==> config.mk <==
export PLATFORM = sky130hd
export DESIGN_NAME = cae_capture
export DESIGN_NICKNAME = d
export VERILOG_FILES = /design/src/cae_pkg.sv /design/src/cae_if.sv /design/src/cae_timeout.sv /design/src/cae_capture.sv
export VERILOG_INCLUDE_DIRS = /design/src
export SDC_FILE = /design/constraint.sdc
export NUM_CORES = 1
export LEC_CHECK = 0
export ABC_CLOCK_PERIOD_IN_PS = 5800
export BUFFER_PORTS_ARGS = -buffer_cell sky130_fd_sc_hd__buf_2
export CORE_MARGIN = 2
export CORE_UTILIZATION = 50
export CTS_CLUSTER_DIAMETER = 150
export DETAILED_ROUTE_END_ITERATION = 16
export PLACE_DENSITY = 0.83
export SLEW_MARGIN = 20
export SYNTH_ARGS = -nofsm -noshare
export SYNTH_HDL_FRONTEND = slang
export SYNTH_SLANG_ARGS = --single-unit
==> constraint.sdc <==
create_clock -name ref_clk -period 5.8 [get_ports ref_clk]
set_input_delay 1.16 -clock ref_clk [delete_from_list [all_inputs] [get_ports ref_clk]]
set_output_delay 1.16 -clock ref_clk [all_outputs]
set_load 0.005 [all_outputs]
==> src/cae_defs.svh <==
`ifndef CAE_DEFS_SVH
`define CAE_DEFS_SVH
// Angles are signed fixed point in tenths of a degree.
`define CAE_ANG_W      14
`define CAE_RES_W      16
`define CAE_CNT_W      8
`define CAE_FULL_TURN  14'sh1C20
`define CAE_ZERO_ANG   14'sh0000
`define CAE_ZERO_RES   16'sh0000
`define CAE_ONE_RES    16'sh0001
`define CAE_ZERO_CNT   8'h00
`define CAE_ONE_CNT    8'h01
`endif

==> src/cae_pkg.sv <==
`default_nettype none
package cae_pkg;
  typedef enum logic [1:0] {
    CAE_TO_OFF    = 2'h0,
    CAE_TO_INPDEP = 2'h1,
    CAE_TO_PREDEF = 2'h2
  } cae_to_mode_t;
  typedef enum logic [2:0] {
    CAE_ST_IDLE  = 3'h1,
    CAE_ST_CALC  = 3'h2,
    CAE_ST_WRITE = 3'h4
  } cae_state_t;
endpackage : cae_pkg
`default_nettype wire

==> src/cae_if.sv <==
`default_nettype none
`include "cae_defs.svh"
interface cae_if;
  logic                          check;
  cae_pkg::cae_to_mode_t         mode;
  logic                          got_result;
  logic                          level_active;
  logic signed [`CAE_RES_W-1:0]  default_value;
  logic                          fire;
  logic signed [`CAE_RES_W-1:0]  value;
  modport owner (output check, output mode, output got_result, output level_active,
                 output default_value, input fire, input value);
  modport mon (input check, input mode, input got_result, input level_active,
               input default_value, output fire, output value);
endinterface : cae_if
`default_nettype wire

==> src/cae_timeout.sv <==
`default_nettype none
`include "cae_defs.svh"
module cae_timeout (
  input  wire logic ref_clk,
  input  wire logic srst,
  input  wire logic clk_en,
  cae_if.mon        tio
);
  logic                         seen_q, seen_d;
  logic                         fire_q, fire_d;
  logic signed [`CAE_RES_W-1:0] value_q, value_d;

  always_comb begin
    seen_d  = seen_q;
    fire_d  = 1'b0;
    value_d = value_q;
    if (tio.check) begin
      // A result landing in the check cycle counts, so the check sees it and clears.
      if (!seen_q && !tio.got_result && tio.mode != cae_pkg::CAE_TO_OFF) begin
        fire_d = 1'b1;
        if (tio.mode == cae_pkg::CAE_TO_INPDEP) begin
          value_d = tio.level_active ? `CAE_ONE_RES : `CAE_ZERO_RES;
        end else begin
          value_d = tio.default_value;
        end
      end
      seen_d = 1'b0;
    end else if (tio.got_result) begin
      seen_d = 1'b1;
    end
  end

  always_ff @(posedge ref_clk) begin
    if (srst) begin
      seen_q  <= 1'b0;
      fire_q  <= 1'b0;
      value_q <= `CAE_ZERO_RES;
    end else if (clk_en) begin
      seen_q  <= seen_d;
      fire_q  <= fire_d;
      value_q <= value_d;
    end
  end

  assign tio.fire  = fire_q;
  assign tio.value = value_q;

  timeout_fire_a: assert property (@(posedge ref_clk) disable iff (srst)
    (clk_en && tio.check && !seen_q && !tio.got_result && tio.mode != cae_pkg::CAE_TO_OFF)
    |=> tio.fire) else $error("timeout not declared");
  no_fire_a: assert property (@(posedge ref_clk) disable iff (srst)
    (clk_en && tio.check && seen_q) |=> !tio.fire) else $error("spurious timeout");
endmodule : cae_timeout
`default_nettype wire

==> src/cae_capture.sv <==
`default_nettype none
`include "cae_defs.svh"
module cae_capture (
  input  wire logic                         ref_clk,
  input  wire logic                         srst,
  input  wire logic                         clk_en,
  input  wire logic                         sig_in,
  input  wire logic                         falling_sel,
  input  wire logic                         speed_sync,
  input  wire logic                         edge_selective,
  input  wire logic [`CAE_CNT_W-1:0]        edge_number,
  input  wire logic [`CAE_ANG_W-1:0]        crank_angle,
  input  wire logic signed [`CAE_ANG_W-1:0] window_lower_bound,
  input  wire logic signed [`CAE_ANG_W-1:0] window_upper_bound,
  input  wire logic signed [`CAE_ANG_W-1:0] reference_angle,
  input  wire logic                         timeout_check,
  input  wire cae_pkg::cae_to_mode_t        crank_timeout_mode,
  input  wire logic signed [`CAE_RES_W-1:0] crank_timeout_default,
  input  wire logic                         ena_result_valid,
  input  wire logic signed [`CAE_RES_W-1:0] ena_result,
  input  wire logic                         ena_level_active,
  input  wire cae_pkg::cae_to_mode_t        ena_timeout_mode,
  input  wire logic signed [`CAE_RES_W-1:0] ena_timeout_default,
  output logic signed [`CAE_RES_W-1:0]      angle_result,
  output logic                              angle_new,
  output logic                              angle_timeout,
  output logic signed [`CAE_RES_W-1:0]      ena_host_value,
  output logic                              ena_host_write,
  output logic                              ena_timeout
);
  cae_if ang_to ();
  cae_if ena_to ();

  logic                         sig_q, sig_d;
  logic [`CAE_CNT_W-1:0]        cnt_q, cnt_d;
  logic                         below_q, below_d;
  cae_pkg::cae_state_t          st_q, st_d;
  logic signed [`CAE_ANG_W:0]   map_q, map_d;
  logic signed [`CAE_RES_W-1:0] ares_q, ares_d;
  logic                         anew_q, anew_d;
  logic                         ato_q, ato_d;
  logic signed [`CAE_RES_W-1:0] eval_q, eval_d;
  logic                         ewr_q, ewr_d;
  logic                         eto_q, eto_d;

  logic                         act_edge;
  logic signed [`CAE_ANG_W:0]   ang_s;
  logic signed [`CAE_ANG_W:0]   lwl_s;
  logic signed [`CAE_ANG_W:0]   upr_s;
  logic signed [`CAE_ANG_W:0]   turn_s;
  logic signed [`CAE_ANG_W:0]   map_now;
  logic                         in_window;
  logic                         below_now;
  logic [`CAE_CNT_W-1:0]        cnt_inc;
  logic                         take;

  always_comb begin
    act_edge  = falling_sel ? (sig_q && !sig_in) : (!sig_q && sig_in);
    // Incoming angle at or above a turn has one turn taken off, so only inputs below two turns end below 7200.
    ang_s     = (crank_angle >= `CAE_FULL_TURN) ?
                {1'b0, crank_angle - `CAE_FULL_TURN} : {1'b0, crank_angle};
    lwl_s     = {window_lower_bound[`CAE_ANG_W-1], window_lower_bound};
    upr_s     = {window_upper_bound[`CAE_ANG_W-1], window_upper_bound};
    // Held in a signed variable so that comparisons against it stay signed.
    turn_s    = {1'b0, `CAE_FULL_TURN};
    map_now   = ang_s;
    if (speed_sync && ang_s < lwl_s) begin
      map_now = ang_s + turn_s;
    end else if (speed_sync && ang_s >= lwl_s + turn_s) begin
      map_now = ang_s - turn_s;
    end
    below_now = ang_s < lwl_s;
    // The window is judged on the mapped angle, which never lies below the lower bound.
    in_window = map_now <= upr_s;
    cnt_inc   = cnt_q + `CAE_ONE_CNT;
    // Selective with number zero degrades to non-selective.
    take      = !edge_selective || (edge_number == `CAE_ZERO_CNT) ||
                (cnt_inc == edge_number);
  end

  always_comb begin
    sig_d   = sig_in;
    cnt_d   = cnt_q;
    below_d = below_now;
    st_d    = st_q;
    map_d   = map_q;
    ares_d  = ares_q;
    anew_d  = 1'b0;
    if (speed_sync && below_now && !below_q) begin
      cnt_d = `CAE_ZERO_CNT;
    end
    case (st_q)
      cae_pkg::CAE_ST_IDLE: begin
        if (act_edge && (!speed_sync || in_window)) begin
          if (cnt_q != {`CAE_CNT_W{1'b1}}) begin
            cnt_d = cnt_inc;
          end
          if (take) begin
            st_d  = cae_pkg::CAE_ST_CALC;
            map_d = map_now;
          end
        end
      end
      cae_pkg::CAE_ST_CALC: begin
        ares_d = 16'(reference_angle) - 16'(map_q);
        st_d   = cae_pkg::CAE_ST_WRITE;
      end
      cae_pkg::CAE_ST_WRITE: begin
        anew_d = 1'b1;
        st_d   = cae_pkg::CAE_ST_IDLE;
      end
      default: begin
        st_d = cae_pkg::CAE_ST_IDLE;
      end
    endcase
  end

  // Edges arriving while a result is computed are lost; the window is two cycles.
  always_ff @(posedge ref_clk) begin
    if (srst) begin
      sig_q   <= 1'b0;
      cnt_q   <= `CAE_ZERO_CNT;
      below_q <= 1'b0;
      st_q    <= cae_pkg::CAE_ST_IDLE;
      map_q   <= '0;
      ares_q  <= `CAE_ZERO_RES;
      anew_q  <= 1'b0;
    end else if (clk_en) begin
      sig_q   <= sig_d;
      cnt_q   <= cnt_d;
      below_q <= below_d;
      st_q    <= st_d;
      map_q   <= map_d;
      ares_q  <= ares_d;
      anew_q  <= anew_d;
    end
  end

  assign ang_to.check         = timeout_check;
  assign ang_to.mode          = crank_timeout_mode;
  assign ang_to.got_result    = anew_q;
  assign ang_to.level_active  = falling_sel ? !sig_q : sig_q;
  assign ang_to.default_value = crank_timeout_default;
  assign ena_to.check         = timeout_check;
  assign ena_to.mode          = ena_timeout_mode;
  assign ena_to.got_result    = ena_result_valid;
  assign ena_to.level_active  = ena_level_active;
  assign ena_to.default_value = ena_timeout_default;

  cae_timeout u_ang_to (
    .ref_clk (ref_clk),
    .srst    (srst),
    .clk_en  (clk_en),
    .tio     (ang_to.mon)
  );
  cae_timeout u_ena_to (
    .ref_clk (ref_clk),
    .srst    (srst),
    .clk_en  (clk_en),
    .tio     (ena_to.mon)
  );

  always_comb begin
    ato_d  = ang_to.fire;
    eto_d  = ena_to.fire;
    eval_d = eval_q;
    ewr_d  = 1'b0;
    if (ena_result_valid) begin
      eval_d = ena_result;
      ewr_d  = 1'b1;
    end else if (ena_to.fire) begin
      eval_d = ena_to.value;
      ewr_d  = 1'b1;
    end
  end

  always_ff @(posedge ref_clk) begin
    if (srst) begin
      ato_q  <= 1'b0;
      eto_q  <= 1'b0;
      eval_q <= `CAE_ZERO_RES;
      ewr_q  <= 1'b0;
    end else if (clk_en) begin
      ato_q  <= ato_d;
      eto_q  <= eto_d;
      eval_q <= eval_d;
      ewr_q  <= ewr_d;
    end
  end

  // Angle output register takes a fresh result or a timeout value.
  logic signed [`CAE_RES_W-1:0] aout_q;
  always_ff @(posedge ref_clk) begin
    if (srst) begin
      aout_q <= `CAE_ZERO_RES;
    end else if (clk_en) begin
      aout_q <= anew_q ? ares_q : (ang_to.fire ? ang_to.value : aout_q);
    end
  end

  assign angle_result   = aout_q;
  assign angle_new      = anew_q;
  assign angle_timeout  = ato_q;
  assign ena_host_value = eval_q;
  assign ena_host_write = ewr_q;
  assign ena_timeout    = eto_q;

  counter_clear_a: assert property (@(posedge ref_clk) disable iff (srst)
    (clk_en && speed_sync && below_now && !below_q && (st_q != cae_pkg::CAE_ST_IDLE || !act_edge))
    |=> cnt_q == `CAE_ZERO_CNT) else $error("edge counter not cleared");
  edge_take_a: assert property (@(posedge ref_clk) disable iff (srst)
    (clk_en && st_q == cae_pkg::CAE_ST_IDLE && act_edge && in_window && take)
    ##1 clk_en [*2] |=> angle_new) else $error("edge result missing");
  diff_value_a: assert property (@(posedge ref_clk) disable iff (srst)
    (clk_en && st_q == cae_pkg::CAE_ST_CALC)
    |=> ares_q == 16'(reference_angle) - 16'(map_q)) else $error("bad difference");
  map_range_a: assert property (@(posedge ref_clk) disable iff (srst)
    (st_q == cae_pkg::CAE_ST_CALC && speed_sync) |-> map_q >= lwl_s)
    else $error("angle not remapped");
  async_map_a: assert property (@(posedge ref_clk) disable iff (srst)
    (st_q == cae_pkg::CAE_ST_CALC && !speed_sync)
    |-> map_q < {1'b0, `CAE_FULL_TURN}) else $error("async angle altered");
  sel_skip_a: assert property (@(posedge ref_clk) disable iff (srst)
    (clk_en && st_q == cae_pkg::CAE_ST_IDLE && act_edge && edge_selective
     && edge_number != `CAE_ZERO_CNT && cnt_inc != edge_number)
    |=> st_q == cae_pkg::CAE_ST_IDLE) else $error("wrong edge selected");
  ena_forward_a: assert property (@(posedge ref_clk) disable iff (srst)
    (clk_en && ena_result_valid) |=> ena_host_write && ena_host_value == $past(ena_result))
    else $error("enable result not forwarded");
  new_pulse_a: assert property (@(posedge ref_clk) disable iff (srst)
    (clk_en && angle_new) |=> !angle_new)
    else $error("new strobe out of sequence");
endmodule : cae_capture
`default_nettype wire

Yosys cells after proc, flatten, opt, wreduce, memory -nomap -nowiden
Cells that the tools add are included.
{ "word_totals": {"register_bits": 116, "output_inout_bits": 36, "wordCells": 106} }
{ "op_classes": {"addsub": 6, "n_lt_le_gt_ge": 4, "eq_ne": 9, "muxes": 31, "reduce_logical": 38} }
{ "op_table": {"columns": ["cell", "n"], "rows": [
  ["$mux W16", 6],
  ["$mux W8", 4],
  ["$mux W15", 2],
  ["$sub A14 B15 Y16", 1],
  ["$add A14 B13 Y15 const B", 1],
  ["$add A14 B14 Y15 const B", 1],
  ["$ge A15 B15 Y1", 1],
  ["$le A15 B14 Y1", 1],
  ["$lt A15 B14 Y1", 1],
  ["$mux W1", 15],
  ["$sub A14 B13 Y15 const B", 1],
  ["$ge A14 B13 Y1 const B", 1],
  ["$mux W14", 1],
  ["$sub A14 B13 Y14 const B", 1],
  ["$reduce_bool A2 Y1", 6],
  ["$logic_and A1 B1 Y1", 10],
  ["$reduce_and A2 Y1", 5],
  ["$logic_not A1 Y1", 9],
  ["$reduce_and A3 Y1", 3],
  ["$add A8 B1 Y8 const B", 1],
  ["$eq A8 B8 Y1", 1],
  ["$logic_not A8 Y1", 1],
  ["$ne A8 B8 Y1 const B", 1],
  ["$mux W3", 2],
  ["other kinds (8)", 12]
]} }

Depth between registers and ports, before layout
{ "logic_depth": {"depth_word": 11, "depth_mapped": 27, "mapped_depth_nobuf": 24} }

Cells and area by module
Synthesis repeated with hierarchy kept, for this count alone.
{ "hier_totals": {"hier_cells": 885, "hier_area_um2": 7487.2} }
{ "modules_own_cells": {"columns": ["module", "instances", "cells_each", "area_per_inst_um2", "seq_area_each_um2"], "rows": [
  ["cae_capture", 1, 715, 5843.1, 1601.5],
  ["cae_timeout", 2, 85, 822.0, 360.3]
]} }

Least setup slack after synthesis
OpenSTA, ideal clock, no wires.
{ "synth_timing": {"path_kind": "in2reg", "from": "in crank_angle[5]", "to": "reg map_q[10]", "setup_time_ns": 0.088, "arrival_ns": 6.028, "setup_slack_ns": -0.317, "stages": 23, "cell_sequence": "buf_6 or4_4 o2111ai_1 and2_1 buf_4 inv_2 ha_1 or4_1 a21oi_1 a311oi_1 nor4b_4 buf_4 a2111oi_2 or3_4 ha_1 nand4_1 nor3_1 o221ai_1 a31o_2 nand3_1 inv_1 buf_2 a311oi_2"} }
{ "synth_via": {"elab_chain_cells": 10, "word_cells_on_any_way": 15, "classes_between": "3 x add/sub; 4 x order compare; 3 x mux; 5 x reduce/logical"} }
{ "synth_rtl": {"columns": ["element", "line", "source"], "rows": [
  ["from (decl)", "cae_capture.sv:12", "input wire logic [`CAE_ANG_W-1:0] crank_angle,"],
  ["$sub A14 B13 Y14 (no source line) or $ge A14 B13 Y1 (tied branches)", null, null],
  ["$mux W14 (*)", "cae_capture.sv:60", "ang_s = (crank_angle >= `CAE_FULL_TURN) ?"],
  ["$ge A15 B15 Y1", "cae_capture.sv:69", "end else if (speed_sync && ang_s >= lwl_s + turn_s) begin"],
  ["$logic_and A1 B1 Y1", "cae_capture.sv:69", null],
  ["$mux W15", "cae_capture.sv:69", null],
  ["$mux W15 (*)", "cae_capture.sv:67", "if (speed_sync && ang_s < lwl_s) begin"],
  ["net map_now[13]", "cae_capture.sv:51", "logic signed [`CAE_ANG_W:0] map_now;"],
  ["$le A15 B14 Y1 (*)", "cae_capture.sv:74", "in_window = map_now <= upr_s;"],
  ["$logic_or A1 B1 Y1 (*)", "cae_capture.sv:94", "if (act_edge && (!speed_sync || in_window)) begin"],
  ["$logic_and A1 B1 Y1 (*)", "cae_capture.sv:94", null],
  ["$reduce_and A4 Y1 (no source line) (*)", null, null],
  ["to (signal assigned)", "cae_capture.sv:133", "map_q <= map_d;"],
  ["to (decl)", "cae_capture.sv:38", "logic signed [`CAE_ANG_W:0] map_q, map_d;"]
]} }
The timed path passes the listed nets; every way through them passes the cells marked *.
A chain may end at the register's enable or synchronous reset.

Final worst setup path
{ "layout_timing": {"from": "in crank_angle[8]", "to": "reg st_q[0]"} }
{ "layout_via": {"elab_chain_cells": 11, "word_cells_on_any_way": 16, "classes_between": "3 x add/sub; 4 x order compare; 1 x eq/ne; 3 x mux; 5 x reduce/logical"} }
{ "layout_rtl": {"columns": ["element", "line", "source"], "rows": [
  ["$sub A14 B13 Y14 (no source line) or $ge A14 B13 Y1 (tied branches)", null, null],
  ["$mux W14 (*)", "cae_capture.sv:60", null],
  ["$ge A15 B15 Y1", "cae_capture.sv:69", null],
  ["$logic_and A1 B1 Y1", "cae_capture.sv:69", null],
  ["$mux W15", "cae_capture.sv:69", null],
  ["$mux W15 (*)", "cae_capture.sv:67", null],
  ["net map_now[12]", "cae_capture.sv:51", null],
  ["$le A15 B14 Y1 (*)", "cae_capture.sv:74", null],
  ["$logic_or A1 B1 Y1 (*)", "cae_capture.sv:94", null],
  ["$logic_and A1 B1 Y1 (*)", "cae_capture.sv:94", null],
  ["$ne A2 B2 Y1 (no source line) (*)", null, null],
  ["$reduce_and A3 Y1 (no source line) (*)", null, null],
  ["to (signal assigned)", "cae_capture.sv:124", "st_q <= cae_pkg::CAE_ST_IDLE;"],
  ["to (signal assigned)", "cae_capture.sv:132", "st_q <= st_d;"],
  ["to (decl)", "cae_capture.sv:37", "cae_pkg::cae_state_t st_q, st_d;"]
]} }
Marked as above.

==> flow_summary.ini <==
[die]
floorplan.die_area_um2 = 15700
die_x_um = 125
coreArea_um2 = 14500
initial_utilization = 0.508
rows = 44
io_pins = 162
die_y_um = 125

[timing]
worst_pin_slew_ns = 0.853
fin_worst_skew_ns = 0.0182
fin_crit_ns = 5.71
finalMaxSlewViolations = 0
rsz0062_at_grt = yes
holdWs_ns = 0.457
max_freq_ghz = 0.175
fin_crit_sh = 0.985
relSlewSlack = 0.424
finalHoldViolCount = 0
tns_ns = 0
setup_viol_count_final = 0

[synthesis]
yosysSeqAreaShare = 0.316
synth_top_area_share = 0.316
synth_top_cell_by_area = dfxtp_1
synth_cell_types = 79
synth_ff_type = dfxtp_1
synth_fp_nets = 1078
synth_edf_count = 0
syn_area_um2 = 7360
netlist_instances = 896
synth-seq-cells = 116
syn_area_per_cell_um2 = 8.21
synth_area_leaders = dfxtp_1, ha_1, mux2i_1, nor2_1, a211oi_1
ys_async_sr_fraction = 0
yosys_warnings = 0

[finish]
layout_common_cells = buf_2, dfxtp_1, nor2_1
postLayoutCellArea_um2 = 9600
seq_area_um2 = 2320
mostFrequentLayoutCell = buf_2
syn_to_final_growth_pct = 30.4
nNetsFinal = 1290
multi_input_area_um2 = 4740
nFillCells = 1140
final_util = 0.663
layout-drive-gt1-share = 0.293
diodes = 0

[clock_tree]
tritoncts = built
clk_latency_ns = 0.42
clock-sinks = 116
htreeDepth = 4
path_clk_slew_ns = 0.05
cts_hold_buf = 0
numCtsBuffers = 17
clockBufferDepth = 2
root_buffer = clkbuf_16

[placed_design]
placed_area_um2 = 8800
dpl.hpwl_um = 14600
gp_congestion = 0.897
io_buffers = 161

[min_path]
hp-class = register to register

[outcome]
status = complete, no violations

[detailed_routing]
top_layer_used = met4
ant_nets = 0
firstDrtPassIters = 5
met2WireLength_um = 9400
routedWlPerCell_um = 15.0
routed_wl_um = 19500
wl_met1_um = 8720
drc = 0
wl_met3_um = 1080
dr_total_vias = 7313
drt-initial-drc-count = 400
via_per_inst = 5.60

[global_route]
grt_max_degree = 80
grt_util_all_layers = 0.243
antenna_found_initial = 0
grt_overflow_total = 0
grt_pass1_vias = 6922
grt_pass1_wl_um = 31800

[power]
p_total_w = 0.00241
ir_worst_vdd_mv = 0.306
powerDensity_nw_per_um2 = 251
power.leakage_nw = 4.20

[setup_path]
critical_path.max_stage_delay_ns = 0.53
critical_path_buf_inv_count = 2
crit_top_cell = nand3_2
worst-path-max-fanout = 5
cpMaxStageDelayCell = or4_4
cp.required_ns = 6.07
crit_family = simple AND/OR/NAND/NOR gates
worstSetupStartpointType = input port
endpoint_kind = register
worstPathArrival_ns = 5.98
crit_chain = buf_2 -> or4_4 -> o211ai_1 -> mux2i_1 -> inv_1 -> ha_4 -> and3_4 -> nand3_2 -> a311oi_4 -> nor4b_4 -> o41a_1 -> and2_1 -> or3_4 -> nand2_1 -> ha_1 -> a21o_1 -> a2111oi_2 -> a31o_2 -> nand3_2 -> or3b_4 -> a21oi_1 -> o21ai_0
worst-setup-path-type = input port to register

[flow_run]
maxCapViolations = 0
==> cell usage after synthesis (all sizes together), types with 6 or more instances <==
| master | instances |
|---|---|
| mux2i | 39 |
| a211oi | 44 |
| a2111oi | 6 |
| clkbuf | 38 |
| nand2 | 64 |
| or3 | 12 |
| ha | 55 |
| dfxtp | 116 |
| nor4 | 6 |
| a21oi | 57 |
| a311oi | 7 |
| o21ai | 34 |
| and3 | 13 |
| nand3 | 31 |
| nand2b | 11 |
| o21a | 8 |
| and2 | 11 |
| xnor2 | 21 |
| a21o | 8 |
| or4 | 6 |
| buf | 8 |
| a31oi | 6 |
| nor2 | 104 |
| inv | 73 |
| nor2b | 6 |
| a22oi | 31 |
| nor3 | 14 |
==> kinds of logic (layout without fill, tap and decap cells) <==
| group | after synthesis | in the layout | synth area share |
|---|---|---|---|
| and+or+nand+nor | 297 | 297 | 0.197 |
| buffers and inverters | 119 | 344 | 0.0641 |
| adders and majority gates | 57 | 57 | 0.0978 |
| xor gates and xnor gates | 25 | 25 | 0.0308 |
| DFF | 116 | 116 | 0.316 |
| AOI/OAI and AO/OA | 243 | 243 | 0.242 |
| muxes | 39 | 39 | 0.0531 |
==> power breakdown <==
part           total (W)  switching (W)  internal (W)
Clock            0.00108       0.000384      0.000692
Combinational   0.000495       0.000259      0.000236
Sequential      0.000835      0.0000132      0.000822
Total            0.00241       0.000657       0.00175
==> metal layers <==
layer,vias to the layer above,track usage
met1,3358,0.305
met3,29,0.0466
met5,-,0
li1,3671,-
met2,255,0.423
met4,0,0.0765
==> per-stage QoR <==
stage	setup WS, ns	std cells
2_1_floorplan	-0.00530	896
6_report	0.0890	1305
5_1_grt	-0.267	1305
4_1_cts	0.0848	1301
3_5_place_dp	-0.323	1269
3_3_place_gp	-0.188	1269
==> timing repair <==
| action | 4_1_cts | 5_1_grt |
|---|---|---|
| setup buffers | 0 | 4 |
| resized for setup | 0 | 34 |
| setup endpoints to repair | 0 | 24 |
| hold endpoints to repair | 0 | 0 |
==> area by class of cell <==
| type | instances | share of cell area |
|---|---|---|
| timing repair buffer | 239 | 0.147 |
| clock inverter | 13 | 0.0179 |
| inverter | 73 | 0.0286 |
| tap | 184 | 0.0240 |
| multi-input combinational | 661 | 0.494 |
| sequential | 116 | 0.242 |
| clock buffer | 19 | 0.0462 |
==> worst min-delay path, cell delays in order, from the launching register on <==
cell and delay, ns:
dfxtp_1 0.31, nand2_1 0.05, a21oi_1 0.05
==> path summary, 6_finish.rpt <==
path	startpoint	to	slack [ns]	cells past startpoint
setup / recovery	crank_angle[8]	st_q[0]$_SDFFE_PP1P_	0.09	22
hold / removal	ares_q[9]$_SDFFE_PP0P_	ares_q[9]$_SDFFE_PP0P_	0.46	2
setup reg to reg	cnt_q[0]$_SDFFE_PP0P_	st_q[0]$_SDFFE_PP1P_	2.81	9
hold reg to reg	ares_q[9]$_SDFFE_PP0P_	ares_q[9]$_SDFFE_PP0P_	0.46	2
==> flip-flops by register name (all words and copies together) (netlist names) <==
name	flops
u_ang_to.tio.fire	1
ena_host_value	16
angle_result	16
cnt_q	8
angle_new	1
u_ang_to.seen_q	1
ena_timeout	1
below_q	1
ena_host_write	1
sig_q	1
ares_q	16
angle_timeout	1
u_ena_to.seen_q	1
u_ena_to.tio.fire	1
map_q	15
u_ena_to.tio.value	16
u_ang_to.tio.value	16
st_q	3
Note: power is estimated with default switching activity, not from simulation.
